**src/nvmah_defines.svh**
```systemverilog
// Register offsets, field positions, reset values of the NVM address-high/control block.
// Included by the design; definitions only.
`ifndef NVMAH_DEFINES_SVH
`define NVMAH_DEFINES_SVH

`define NVMAH_OFS_ADDR_HIGH 8'h00
`define NVMAH_OFS_ACCESS_CTRL 8'h04
`define NVMAH_OFS_ADDR_LOW 8'h08
`define NVMAH_OFS_DATA_LOW 8'h0c
`define NVMAH_OFS_DATA_HIGH 8'h10
`define NVMAH_OFS_STATUS 8'h14

`define NVMAH_ADDRH_FILL 8'h80
`define NVMAH_ADDRH_RESET 7'h00
`define NVMAH_ADDRL_RESET 8'h00
`define NVMAH_DATA_RESET 8'h00
`define NVMAH_STATUS_IDLE_CONFIG 32'h0000_0020

`define NVMAH_BIT_FLASH 7
`define NVMAH_BIT_CONFIG 6
`define NVMAH_BIT_LATCH_ONLY 5
`define NVMAH_BIT_PROG_EN 2
`define NVMAH_BIT_WRITE_CMD 1

`define NVMAH_HTRANS_BIT_ACTIVE 1
`define NVMAH_HRESP_OKAY 1'b0
`define NVMAH_RDATA_NONE 32'h0000_0000

`endif

```
**src/nvmah_pkg.sv**
```systemverilog
// Types shared by the NVM address-high/control block.
// Assumes nvmah_defines.svh is on the include path.
package nvmah_pkg;

	typedef enum logic [1:0] {
		st_idle = 2'b00,
		st_latch = 2'b01,
		st_busy = 2'b10
	} nvmah_state_e;

	typedef enum logic [1:0] {
		space_eeprom = 2'b00,
		space_flash = 2'b01,
		space_config = 2'b10
	} nvmah_space_e;

	typedef struct packed {
		logic valid;
		logic write;
		logic [7:0] offset;
	} nvmah_aphase_s;

	typedef struct packed {
		logic [14:0] addr;
		logic [13:0] data;
	} nvmah_latch_s;

endpackage

```
**src/nvmah_ctrl.sv**
```systemverilog
// AHB-Lite register slave for the NVM address-high byte and access-control fields,
// issuing latch loads and write starts to the programming engine.
// Assumes a single AHB-Lite master, word transfers, and an engine that pulses op_done.
//
// Summary of operation
// - Address-high bit 7 is unimplemented: reads one, writes ignored.
// - Address-high bits 6..0 hold address bits 14..8 for flash and EEPROM.
// - Latch-only applies in config space, or normal space with flash selected.
// - Latch-only set: write command loads latches only, no programming started.
// - Latch-only clear: write command loads data pair into latches and starts programming in the same cycle.
// - Implemented address-high bits reset to zero on every reset.
// - Config select set targets user ID, device ID and configuration words.
// - EEPROM selected: latch-only ignored, write command starts EEPROM write.
// - Program enable already clear before the command write blocks all programming and erasing.
`timescale 1ns/1ps
`include "nvmah_defines.svh"

module nvmah_ctrl
	import nvmah_pkg::*;
(
	input wire logic hclk,
	input wire logic hresetn,
	input wire logic hsel,
	input wire logic [31:0] haddr,
	input wire logic [1:0] htrans,
	input wire logic hwrite,
	input wire logic [2:0] hsize,
	input wire logic [31:0] hwdata,
	input wire logic hready,
	output logic hreadyout,
	output logic hresp,
	output logic [31:0] hrdata,
	input wire logic op_done,
	output logic latch_load,
	output nvmah_latch_s latch_word,
	output logic program_start,
	output logic eeprom_write_start,
	output nvmah_space_e target_space,
	output logic [14:0] nvm_address
);

	function automatic logic hit(input logic [7:0] ofs, input logic [7:0] reg_ofs);
		hit = (ofs == reg_ofs);
	endfunction

	function automatic nvmah_space_e space_of(input logic cfg, input logic flash);
		if (cfg)
			space_of = space_config;
		else if (flash)
			space_of = space_flash;
		else
			space_of = space_eeprom;
	endfunction

	nvmah_aphase_s ap;
	nvmah_state_e state;
	nvmah_state_e next_state;
	logic [6:0] addr_high;
	logic [7:0] addr_low;
	logic [7:0] data_low;
	logic [5:0] data_high;
	logic space_select_flash;
	logic config_space_select;
	logic latch_only_load;
	logic program_enable;

	// Word size only; other sizes are accepted and treated as a full word
	wire unused_size = |hsize;
	wire ap_take = hready;
	wire ap_active = hsel & htrans[`NVMAH_HTRANS_BIT_ACTIVE];
	wire wr_phase = ap.valid & ap.write;
	wire wr_addr_high = wr_phase & hit(ap.offset, `NVMAH_OFS_ADDR_HIGH);
	wire wr_ctrl = wr_phase & hit(ap.offset, `NVMAH_OFS_ACCESS_CTRL);
	wire wr_addr_low = wr_phase & hit(ap.offset, `NVMAH_OFS_ADDR_LOW);
	wire wr_data_low = wr_phase & hit(ap.offset, `NVMAH_OFS_DATA_LOW);
	wire wr_data_high = wr_phase & hit(ap.offset, `NVMAH_OFS_DATA_HIGH);

	// Fields as they stand after this write, so space and command may share one write
	wire new_flash = hwdata[`NVMAH_BIT_FLASH];
	wire new_config = hwdata[`NVMAH_BIT_CONFIG];
	wire new_latch_only = hwdata[`NVMAH_BIT_LATCH_ONLY];
	wire new_space_eeprom = (space_of(new_config, new_flash) == space_eeprom);
	// Enable must already be set before the command write
	wire cmd_go = wr_ctrl & hwdata[`NVMAH_BIT_WRITE_CMD] & program_enable
		& (state == st_idle);
	wire go_eeprom = cmd_go & new_space_eeprom;
	wire go_latch_only = cmd_go & ~new_space_eeprom & new_latch_only;
	wire go_program = cmd_go & ~new_space_eeprom & ~new_latch_only;
	wire write_cmd_busy = (state != st_idle);

	wire [7:0] rd_ofs = haddr[7:0];
	wire [7:0] addr_high_view = `NVMAH_ADDRH_FILL | {1'b0, addr_high};
	wire [7:0] ctrl_view = {space_select_flash, config_space_select, latch_only_load,
		2'b00, program_enable, write_cmd_busy, 1'b0};
	wire [7:0] status_view = {2'b00, target_space, 2'b00, state};
	logic [31:0] next_rdata;

	always_comb
	begin
		if (hit(rd_ofs, `NVMAH_OFS_ADDR_HIGH))
			next_rdata = {24'h000000, addr_high_view};
		else if (hit(rd_ofs, `NVMAH_OFS_ACCESS_CTRL))
			next_rdata = {24'h000000, ctrl_view};
		else if (hit(rd_ofs, `NVMAH_OFS_ADDR_LOW))
			next_rdata = {24'h000000, addr_low};
		else if (hit(rd_ofs, `NVMAH_OFS_DATA_LOW))
			next_rdata = {24'h000000, data_low};
		else if (hit(rd_ofs, `NVMAH_OFS_DATA_HIGH))
			next_rdata = {26'h0000000, data_high};
		else if (hit(rd_ofs, `NVMAH_OFS_STATUS))
			next_rdata = {24'h000000, status_view};
		else
			next_rdata = `NVMAH_RDATA_NONE;
	end

	always_comb
	begin
		next_state = state;
		case (state)
			st_idle:
			begin
				if (go_eeprom || go_program)
					next_state = st_busy;
				else if (go_latch_only)
					next_state = st_latch;
			end
			st_latch:
				next_state = st_idle;
			st_busy:
			begin
				if (op_done)
					next_state = st_idle;
			end
			default:
				next_state = st_idle;
		endcase
	end

	assign hreadyout = 1'b1;
	assign hresp = `NVMAH_HRESP_OKAY;
	assign nvm_address = {addr_high, addr_low};
	assign target_space = space_of(config_space_select, space_select_flash);

	always_ff @(posedge hclk or negedge hresetn)
	begin
		if (!hresetn)
		begin
			ap <= '0;
			hrdata <= `NVMAH_RDATA_NONE;
		end
		else if (ap_take)
		begin
			ap <= '{valid: ap_active, write: hwrite, offset: haddr[7:0]};
			hrdata <= (ap_active && !hwrite) ? next_rdata : `NVMAH_RDATA_NONE;
		end
	end

	always_ff @(posedge hclk or negedge hresetn)
	begin
		if (!hresetn)
			addr_high <= `NVMAH_ADDRH_RESET;
		else if (wr_addr_high)
			addr_high <= hwdata[6:0];
	end

	always_ff @(posedge hclk or negedge hresetn)
	begin
		if (!hresetn)
		begin
			addr_low <= `NVMAH_ADDRL_RESET;
			data_low <= `NVMAH_DATA_RESET;
			data_high <= '0;
		end
		else
		begin
			if (wr_addr_low)
				addr_low <= hwdata[7:0];
			if (wr_data_low)
				data_low <= hwdata[7:0];
			if (wr_data_high)
				data_high <= hwdata[5:0];
		end
	end

	always_ff @(posedge hclk or negedge hresetn)
	begin
		if (!hresetn)
		begin
			space_select_flash <= 1'b0;
			config_space_select <= 1'b0;
			latch_only_load <= 1'b0;
			program_enable <= 1'b0;
		end
		else if (wr_ctrl)
		begin
			space_select_flash <= new_flash;
			config_space_select <= new_config;
			latch_only_load <= new_latch_only;
			program_enable <= hwdata[`NVMAH_BIT_PROG_EN];
		end
	end

	always_ff @(posedge hclk or negedge hresetn)
	begin
		if (!hresetn)
		begin
			state <= st_idle;
			latch_load <= 1'b0;
			program_start <= 1'b0;
			eeprom_write_start <= 1'b0;
			latch_word <= '0;
		end
		else
		begin
			state <= next_state;
			latch_load <= go_latch_only | go_program;
			program_start <= go_program;
			eeprom_write_start <= go_eeprom;
			if (go_latch_only || go_program)
				latch_word <= '{addr: nvm_address, data: {data_high, data_low}};
		end
	end

endmodule // nvmah_ctrl

```
**config.mk**
```make
export PLATFORM = sky130hd
export DESIGN_NAME = nvmah_ctrl
export DESIGN_NICKNAME = d
export VERILOG_FILES = /design/src/nvmah_pkg.sv /design/src/nvmah_ctrl.sv
export VERILOG_INCLUDE_DIRS = /design/src
export SDC_FILE = /design/constraint.sdc
export NUM_CORES = 1
export LEC_CHECK = 0
export ABC_AREA = 0
export BUFFER_PORTS_ARGS = -buffer_cell sky130_fd_sc_hd__buf_2
export CORE_MARGIN = 2
export CORE_UTILIZATION = 52
export CTS_CLUSTER_SIZE = 14
export DETAILED_ROUTE_END_ITERATION = 7
export GPL_ROUTABILITY_DRIVEN = 1
export HOLD_SLACK_MARGIN = 0.12
export PLACE_DENSITY = 0.95
export REMOVE_ABC_BUFFERS = 1
export SYNTH_ARGS = -nofsm -noshare
export SYNTH_HDL_FRONTEND = slang
export SYNTH_SLANG_ARGS = --single-unit
```
**constraint.sdc**
```tcl
create_clock -name hclk -period 7 [get_ports hclk]
set_input_delay 1.05 -clock hclk [delete_from_list [all_inputs] [get_ports hclk]]
set_output_delay 1.05 -clock hclk [all_outputs]
set_load 0.01 [all_outputs]
```
==> results of run 1 <==
## how the worst max path moves through the flow
stage / from / cells after the start / slack (ns) / end
floorplan: hwdata[1] / 4 / 3.76 / latch_word[0]
global placement: hwdata[1] / 6 / 3.86 / latch_word[7]
detailed placement: hwdata[1] / 6 / 3.84 / latch_word[5]
CTS: hwdata[1] / 6 / 4.21 / latch_word[5]
global route: hwdata[1] / 6 / 4.10 / latch_word[17]
finish: hwdata[1] / 6 / 4.21 / latch_word[5]
## worst max-delay path: cells and delay by family
family / cells / cell delay, ns
simple gates: 3 / 1.12
buf+inv: 2 / 0.53
mux: 1 / 0.31
## layout make-up
type | instances | area [sq um]
Clock buffer | 14 | 172.7
Clock inverter | 1 | 5.005
Fill cell | 597 | 2806
Inverter | 6 | 22.52
Multi-Input combinational cell | 181 | 1513
Sequential cell | 85 | 2127
Tap cell | 99 | 123.9
Timing Repair Buffer | 80 | 405.4
## kinds of logic after synthesis
logic type,after synthesis
muxes,80
other,2
DFF,85
buffers and inverters,44
AOI/OAI and AO/OA,28
and+or+nand+nor,47
## layout by cell type (no fill, tap or decap), drive strengths merged, types with 4 or more instances in the layout
cell type  count
nor2           7
conb          26
buf           80
clkbuf        14
nand2          5
mux2i          7
nand2b         4
a21oi          7
inv            6
dfrtp         85
nor4           4
nand3          5
mux2          72
nor3           4
o21ai          4
## power by group
group | switching, uW | leakage [uW] | internal (uW)
Sequential | 14.4 | 0.00112 | 506
Combinational | 42.6 | 0.00109 | 28.8
Clock | 157 | 0.0000926 | 156
Total | 214 | 0.00231 | 691
## routing by layer
metal | up-vias | track usage [%]
met5 | - | 0
met4 | 0 | 9.231
met3 | 10 | 4.610
met2 | 101 | 32.13
met1 | 1268 | 25.60
li1 | 1129 | -
## cell usage after synthesis (4+ instances only)
| cell type | instances |
|---|---|
| a21oi_1 | 7 |
| buf_4 | 27 |
| clkbuf_1 | 6 |
| dfrtp_1 | 85 |
| inv_1 | 6 |
| mux2_2 | 72 |
| mux2i_1 | 7 |
| nand2_1 | 5 |
| nand2b_1 | 4 |
| nand3_1 | 5 |
| nor2_1 | 7 |
| o21ai_0 | 4 |
## flip-flops by register name, indices dropped and copies added, names as in the netlist
signal and cells:
data_low 8, eeprom_write_start 1, latch_only_load 1, addr_high 7
hrdata 8, data_high 6, latch_load 1, addr_low 8
program_start 1, state 2, config_space_select 1, latch_word 29
space_select_flash 1, program_enable 1, ap 10
## through the flow
step	cell area [sq um]	cells	hold WS, ns
2_1_floorplan	3662	272	0.4776
3_3_place_gp	4192	451	0.4707
3_5_place_dp	4192	451	0.4791
4_1_cts	4369	466	0.4962
5_1_grt	4369	466	0.5155
6_report	4369	466	0.5009
==> impl_metrics.csv, run 1 <==
group,metric,value,unit
synth,syn_area,3820,sq um
pwr,power_density,207.1,nW/um^2
synth,syn_avg_cell_area,13.36,sq um
hold_path,min_to,"hrdata[2]",
flow_run,drv_cap,0,
synth,synth_top_family_by_area,"multiplexers",
floorplan,rows,31,
detailed_routing,ant_nets,0,
floorplan,die_h,89.71,microns
placement,gp_congestion,0.8389,
cts,cts_setup_buffers,0,
synth,muxShareOfSynthArea,23.65,%
layout,num_antenna_cells,0,
synth,synth_flop_cell,"dfrtp_1",
worst_setup_path,cp_slowest_cell,"or4bb_1",
status,status,"complete, no violations",
placement,port-buffer-count,79,
synth,synth_compound_area_share,5.241,%
cts,cts_root_buf,"clkbuf_8",
timing,fmax,359.0,MHz
cts,clk_path_buf_depth,2,
hold_path,worstHoldPathType,"reg -> reg",
floorplan,ioPinCount,158,
worst_setup_path,r2r_slack,4.35,ns
floorplan,die_w,89.71,microns
cts,clock_latency,0.34,ns
synth,yosysTopAreaCell,"dfrtp_1",
floorplan,dieArea,8048,sq um
worst_setup_path,cp.arrival,3.02,ns
synth,synthDistinctLibCells,40,
detailed_routing,routed_wl,7797,microns
worst_setup_path,slowest_delay,0.58,ns
cts,cts_hold_buf,0,
worst_setup_path,r2r-start,"ap[0]",
worst_setup_path,start_kind,"input port",
floorplan,initial_core_util,53.23,%
cts,cts_tree,"done",
layout,layout-drive-gt1-share,46.87,%
timing,rsz0062_at_grt,"no",
layout,fin_nets,438,
timing,min_period,2.785,ns
detailed_routing,wl_met2,3897,microns
synth,ys_seq_area_share,55.68,%
detailed_routing,via_per_inst,5.382,
synth,synth_xor_xnor_area_share,0,%
synth,syn_inst,286,
timing,fin_skew,0.003956,ns
layout,final_util,60.89,%
worst_setup_path,end_kind,"flip-flop",
detailed_routing,wl_met1,3235,microns
global_route,overflow,0,
synth,yosys-top-cells-area,"dfrtp_1 (56%), mux2_2 (21%), buf_4 (5.3%)",
global_route,antenna_found_initial,0,
pwr,ir_worst_vdd,0.1323,mV
cts,cts_buffers,9,
timing,layout_setup_ws,4.215,ns
detailed_routing,num_vias,2508,
cts,cts_resized,0,
worst_setup_path,crit_required,7.23,ns
cts,cts_max_level,3,
timing,timing.final.crit_share,39.79,%
timing,tns,0,ns
synth,synthArstFlopShare,100.0,%
worst_setup_path,r2r_cells,5,
global_route,grt_usage,19.85,%
pwr,power,904.8,uW
placement,dp_hpwl,5527,microns
cts,cts.sinks,85,
hold_path,whs_path_depth,1,
synth,ys_ff_latch,85,
detailed_routing,wl_met3,531,microns
global_route,grt_pass1_wl,12510,microns
cts,clkTransAtPathRegs,0.08,ns
floorplan,coreArea,7176,sq um
detailed_routing,wl_per_cell,16.73,microns
timing,slew_viol_final,0,
pwr,power.leakage,0.002306,uW
synth,synth_top_area_share,55.68,%
hold_path,hold_start,"hrdata[2]",
detailed_routing,drc,0,
layout,area_growth_syn_to_layout,14.38,%
global_route,grt_start_max_net_pins,86,
timing,setup_violations,0,
worst_setup_path,path_cells,"buf_2, or4bb_1, nor2_1, nand4b_1, buf_4, mux2_2",
detailed_routing,drt-pass1-iter-count,4,
global_route,grt_pass1_vias,2464,
detailed_routing,drtIter0Drc,251,
placement,place_ws,3.844,ns
timing,hold_viol_final,0,
detailed_routing,highest_layer,"met4",
synth,synth-simple-area-share,8.156,%
timing,maxSlewHeadroom,29.89,%
worst_setup_path,rr_endpoint,"latch_word[5]",
synth,ys.warnings.count,0,
timing,worst_pin_slew,1.052,ns
worst_setup_path,cp_max_fo,22,
synth,synth_fa_ha_area_share,0,%
synth,synth-edff-count,0,
worst_setup_path,criticalPathCategory,"in -> reg",
(Power assumes the default switching activity.)
==> run 2, diff against run 1 <==
Settings changed: CORE_UTILIZATION 52 to 48, PLACE_DENSITY 0.95 to 0.9.
Clock period 7 ns to 2.9 ns, I/O delays scaled along.
==> impl_metrics.csv, run 2 (synthesis results as in run 1) <==
group,metric,value,unit
floorplan,rows,32,
cts,cts.sinks,85,
timing,fmax,380.9,MHz
global_route,overflow,0,
detailed_routing,wl_met1,3507,microns
global_route,grt_usage,20.20,%
layout,final_common_cell,"dfrtp_1",
floorplan,coreArea,7727,sq um
cts,clkTransAtPathRegs,0.08,ns
cts,cts_resized,0,
detailed_routing,drtIter0Drc,190,
timing,setup_violations,0,
timing,layout_setup_ws,0.2744,ns
layout,reg_top3,"latch_word: 29 flops, ap: 10 flops",
cts,cts_setup_buffers,0,
detailed_routing,num_vias,2571,
placement,dp_hpwl,5709,microns
cts,cts_hold_buf,0,
detailed_routing,via_per_inst,5.436,
timing,min_period,2.626,ns
layout,fin_nets,442,
worst_setup_path,cp_max_fo,5,
layout,nFillCells,642,
timing,rsz0062_at_grt,"no",
cts,clock_latency,0.36,ns
cts,clk_path_buf_depth,2,
global_route,antenna_found_initial,0,
worst_setup_path,path_cells,"or4_4, or4_1, nor3b_4, buf_4, mux2_2",
detailed_routing,wl_met2,3972,microns
worst_setup_path,crit_required,3.14,ns
pwr,power,2192,uW
detailed_routing,drc,0,
timing,timing.final.crit_share,90.54,%
global_route,grt_pass1_wl,13300,microns
layout,finalInstanceArea,4400,sq um
placement,dpl-instance-area,4225,sq um
layout,largest_reg_flops,29,
layout,multi_input_area,1513,sq um
layout,area_growth_syn_to_layout,15.20,%
timing,slew_viol_final,0,
pwr,switching_share,25.11,%
timing,hold_viol_final,0,
hold_path,worstHoldPathType,"in -> async",
floorplan,die_h,93.21,microns
detailed_routing,highest_layer,"met4",
detailed_routing,routed_wl,8165,microns
timing,maxSlewHeadroom,30.86,%
worst_setup_path,cp_slowest_cell,"or4_1",
cts,cts_root_buf,"clkbuf_8",
placement,place_ws,0.2993,ns
worst_setup_path,criticalPathCategory,"reg -> reg",
detailed_routing,drt-pass1-iter-count,4,
timing,fin_skew,0.006391,ns
global_route,grt_pass1_vias,2538,
timing,fin_hold_ws,0.2360,ns
status,status,"complete, no violations",
pwr,power_density,498.1,nW/um^2
layout,seqCellArea,2127,sq um
pwr,clkPwrFrac,34.8,%
floorplan,initial_core_util,49.43,%
floorplan,die_w,93.21,microns
worst_setup_path,start_kind,"flip-flop",
pwr,intPower,1641,uW
pwr,ir_worst_vdd,0.3173,mV
cts,cts_tree,"done",
pwr,power.leakage,0.002329,uW
worst_setup_path,cp.arrival,2.87,ns
timing,tns,0,ns
floorplan,ioPinCount,158,
detailed_routing,wl_per_cell,17.26,microns
floorplan,dieArea,8688,sq um
placement,gp_congestion,0.8387,
layout,layout-drive-gt1-share,47.98,%
cts,cts_buffers,9,
cts,cts_max_level,3,
flow_run,drv_cap,0,
detailed_routing,wl_met3,506,microns
global_route,grt_start_max_net_pins,86,
placement,port-buffer-count,79,
worst_setup_path,end_kind,"flip-flop",
pwr,comb_power_share,7.9,%
timing,worst_pin_slew,1.037,ns
layout,largest_register,"latch_word",
pwr,seqPwrFrac,57.3,%
detailed_routing,ant_nets,0,
pwr,switchingPower,550.4,uW
layout,final_cell_mix,"dfrtp_1 (85), buf_2 (78), mux2_2 (72)",
worst_setup_path,slowest_delay,0.64,ns
layout,num_antenna_cells,0,
## run 2: through the flow
step | instances | util (%)
after CTS | 473 | 56.95
after floorplan | 272 | -
after global routing | 473 | 56.95
after detailed placement | 458 | 54.68
final | 473 | 56.95
after global placement | 458 | 54.68
## run 2: critical path: cells and delay by family (launching register included)
kind / cells / cell delay, ns
buf+inv: 1 / 0.23
flops: 1 / 0.39
mux: 1 / 0.33
simple gates: 3 / 1.57
## run 2: per-layer routing
metal	track usage [%]	up-vias
met5	0	-
met4	7.353	0
met2	32.61	110
met3	5.238	22
met1	26.49	1296
li1	-	1143
## run 2: final timing paths
| kind | from | to | slack, ns | cells past startpoint |
|---|---|---|---|---|
| max in group asynchronous | hresetn | program_start | 1.98 | 1 |
| hold / removal | hresetn | latch_word[3] | 0.24 | 1 |
| setup reg to reg | ap[0] | addr_low[3] | 0.27 | 5 |
| min in group hclk | haddr[5] | ap[5] | 0.32 | 2 |
| setup / recovery | ap[0] | addr_low[3] | 0.27 | 5 |
| hold reg to reg | hrdata[2] | hrdata[2] | 0.50 | 1 |
## run 2: power by group through the flow
stage,Sequential (uW),Combinational (uW),Clock (uW)
2_1_floorplan,1270,86.5,0
3_3_place_gp,1280,168,0
3_5_place_dp,1280,174,0
4_1_cts,1260,175,782
5_1_grt,1260,194,841
6_report,1260,174,762
## run 2: area by class of cell
| class | count | share of cell area [%] |
|---|---|---|
| clock inverters | 4 | 0.5402 |
| flip-flops and latches | 85 | 48.34 |
| multi-input cells | 181 | 34.38 |
| repair buffers | 84 | 9.895 |
| clock buffers | 11 | 3.440 |
| well taps | 102 | 2.900 |
| inverters | 6 | 0.5118 |
==> run 3, diff against run 2 <==
Settings changed: ABC_AREA 0 to 1, CORE_UTILIZATION 48 to 30, PLACE_DENSITY 0.9 to 0.64.
==> impl_metrics.csv, run 3 <==
group,metric,value,unit
status,status,"complete, no violations",
timing,setup_violations,0,
layout,final_common_cell,"nand2_1",
synth,ys_seq_area_share,55.23,%
layout,num_antenna_cells,0,
synth,synth-edff-count,0,
worst_setup_path,crit_buf_inv,2,
timing,hold_viol_final,0,
worst_setup_path,slowest_delay,0.37,ns
worst_setup_path,crit_required,3.11,ns
timing,fin_hold_ws,0.2726,ns
timing,slew_viol_final,0,
cts,cts_buffers,9,
synth,synthArstFlopShare,100.0,%
worst_setup_path,cp_max_fo,28,
layout,largest_reg_flops,29,
synth,syn_area,3851,sq um
synth,synth_flop_cell,"dfrtp_1",
timing,fmax,483.1,MHz
detailed_routing,drc,0,
placement,place_ws,0.8076,ns
layout,fin_nets,603,
timing,tns,0,ns
synth,yosysTopAreaCell,"dfrtp_1",
pwr,power_density,629.5,nW/um^2
cts,cts_max_level,3,
synth,yosys-top-cells-area,"dfrtp_1 (55%), nand2_1 (14%), o21ai_0 (8.7%)",
pwr,switchingPower,705.3,uW
pwr,ir_worst_vdd,0.3297,mV
timing,min_period,2.070,ns
worst_setup_path,r2r_slack,0.83,ns
timing,timing.final.crit_share,71.38,%
hold_path,hold_start,"hwdata[5]",
detailed_routing,via_per_inst,4.404,
floorplan,dieArea,13760,sq um
detailed_routing,routed_wl,9563,microns
cts,cts_resized,0,
synth,ys.warnings.count,0,
detailed_routing,drtIter0Drc,252,
placement,port-buffer-count,79,
hold_path,worstHoldPathType,"in -> reg",
placement,gp_congestion,0.8270,
synth,ys_ff_latch,85,
placement,dp_hpwl,6914,microns
pwr,intPower,2203,uW
detailed_routing,drt-pass1-iter-count,4,
layout,reg_top3,"latch_word: 29 flops, ap: 10 flops",
cts,cts_setup_buffers,0,
timing,maxSlewHeadroom,28.06,%
worst_setup_path,r2r-start,"ap[6]",
detailed_routing,num_vias,3105,
layout,area_growth_syn_to_layout,19.95,%
cts,clkTransAtPathRegs,0.06,ns
worst_setup_path,criticalPathCategory,"reg -> reg",
worst_setup_path,cp_slowest_cell,"dfrtp_1",
cts,cts.sinks,85,
floorplan,rows,41,
flow_run,drv_cap,0,
layout,layout-drive-gt1-share,20.26,%
floorplan,coreArea,12570,sq um
global_route,grt_pass1_vias,2970,
global_route,grt_pass1_wl,15700,microns
floorplan,initial_core_util,30.64,%
cts,clock_latency,0.34,ns
pwr,clkPwrFrac,44.7,%
worst_setup_path,start_kind,"flip-flop",
pwr,switching_share,24.25,%
worst_setup_path,path_cells,"inv_1, nand3_2, nor3_4, and2_1, nand3_4, buf_4, nand2_1, o21ai_0",
floorplan,die_w,117.3,microns
synth,synthTopCellsByCount,"nand2_1 (145), dfrtp_1 (85), o21ai_0 (67), inv_1 (51), buf_4 (29)",
worst_setup_path,critPathTopFamily,"simple AND/OR/NAND/NOR gates",
synth,synth_top_area_share,55.23,%
global_route,overflow,0,
synth,syn_inst,453,
pwr,power.leakage,0.002662,uW
worst_setup_path,rr_endpoint,"latch_word[11]",
pwr,seqPwrFrac,45.7,%
cts,cts_tree,"done",
layout,nFillCells,1310,
synth,syn_avg_cell_area,8.502,sq um
pwr,comb_power_share,9.5,%
layout,final_cell_mix,"nand2_1 (145), dfrtp_1 (85), buf_2 (78)",
synth,synth_most_common_cell,"nand2_1",
floorplan,die_h,117.3,microns
detailed_routing,ant_nets,0,
floorplan,ioPinCount,158,
timing,layout_setup_ws,0.8299,ns
cts,clk_path_buf_depth,2,
timing,worst_pin_slew,1.079,ns
worst_setup_path,cp.arrival,2.28,ns
global_route,grt_usage,14.47,%
hold_path,whs_path_depth,2,
worst_setup_path,end_kind,"flip-flop",
detailed_routing,wl_per_cell,13.56,microns
layout,largest_register,"latch_word",
cts,cts_hold_buf,0,
cts,cts_root_buf,"clkbuf_16",
hold_path,min_to,"program_start",
global_route,grt_start_max_net_pins,86,
global_route,antenna_found_initial,0,
synth,synthDistinctLibCells,29,
timing,fin_skew,0.006792,ns
worst_setup_path,r2r_cells,8,
timing,rsz0062_at_grt,"no",
pwr,power,2908,uW
==> run 3: cell count changes after synthesis, sizes merged, moves of 7 or more <==
| cell | before | now |
|---|---|---|
| nand3 | 5 | 14 |
| nor2 | 7 | 22 |
| inv | 6 | 52 |
| nand2 | 5 | 146 |
| mux2i | 7 | 0 |
| o21ai | 4 | 73 |
| mux2 | 72 | 0 |
==> run 3: metrics by stage <==
| stage | util, % | instances | instance area [sq um] |
|---|---|---|---|
| after global placement | 34.05 | 689 | 4279 |
| after detailed placement | 34.05 | 689 | 4279 |
| after global routing | 36.75 | 705 | 4619 |
| after floorplan | - | 437 | 3659 |
| final | 36.75 | 705 | 4619 |
| after CTS | 36.75 | 705 | 4619 |
==> run 3: worst reg2reg max path, cell delays in order (launching register included) <==
cell,delay [ns]
dfrtp_1,0.37
inv_1,0.08
nand3_2,0.11
nor3_4,0.17
and2_1,0.34
nand3_4,0.36
buf_4,0.35
nand2_1,0.08
o21ai_0,0.08
==> run 3: power by group through the flow <==
stage          registers (uW)  clock network (uW)  logic (uW)
2_1_floorplan            1360                   0         127
3_3_place_gp             1350                   0         274
3_5_place_dp             1350                   0         280
4_1_cts                  1330                1320         282
5_1_grt                  1340                1370         319
6_report                 1330                1300         277
==> run 3: layout make-up <==
type | count | area (sq um) | area share (%)
tap | 172 | 215.2 | 4.659
multi-input combinational | 300 | 1336 | 28.93
clock buffer | 10 | 229.0 | 4.957
timing repair buffer | 80 | 405.4 | 8.776
inverter | 52 | 195.2 | 4.225
sequential | 85 | 2127 | 46.05
clock inverter | 6 | 111.4 | 2.411
==> run 3: per-layer routing <==
layer / global-route usage, % / part of all wire (%) / wire [microns] / up-vias
met1: 18.80 / 44 / 4176 / 1486
li1: - / - / - / 1518
met3: 4.037 / 7.6 / 728 / 17
met4: 6.928 / 2.5 / 239 / 0
met5: 0 / 0 / 0 / -
met2: 22.33 / 46 / 4417 / 84
==> run 3: how the worst max path moves through the flow <==
stage,start,endpoint,slack (ns),depth (start not counted)
final,ap[6],latch_word[11],0.83,8
after global routing,ap[6],latch_word[28],0.60,8
after CTS,ap[6],latch_word[11],0.80,8
after detailed placement,haddr[7],hrdata[2],0.81,11
after global placement,haddr[6],hrdata[2],0.83,11
after floorplan,ap[6],latch_word[0],1.18,8
==> run 3: cells by family after synthesis <==
logic type / Yosys count / share of synthesized area (%)
AO/OA/AOI/OAI: 84 / 11.92
buffers and inverters: 92 / 12.41
flip-flops: 85 / 55.23
other: 2 / 0.1950
AND/OR/NAND/NOR: 190 / 20.24
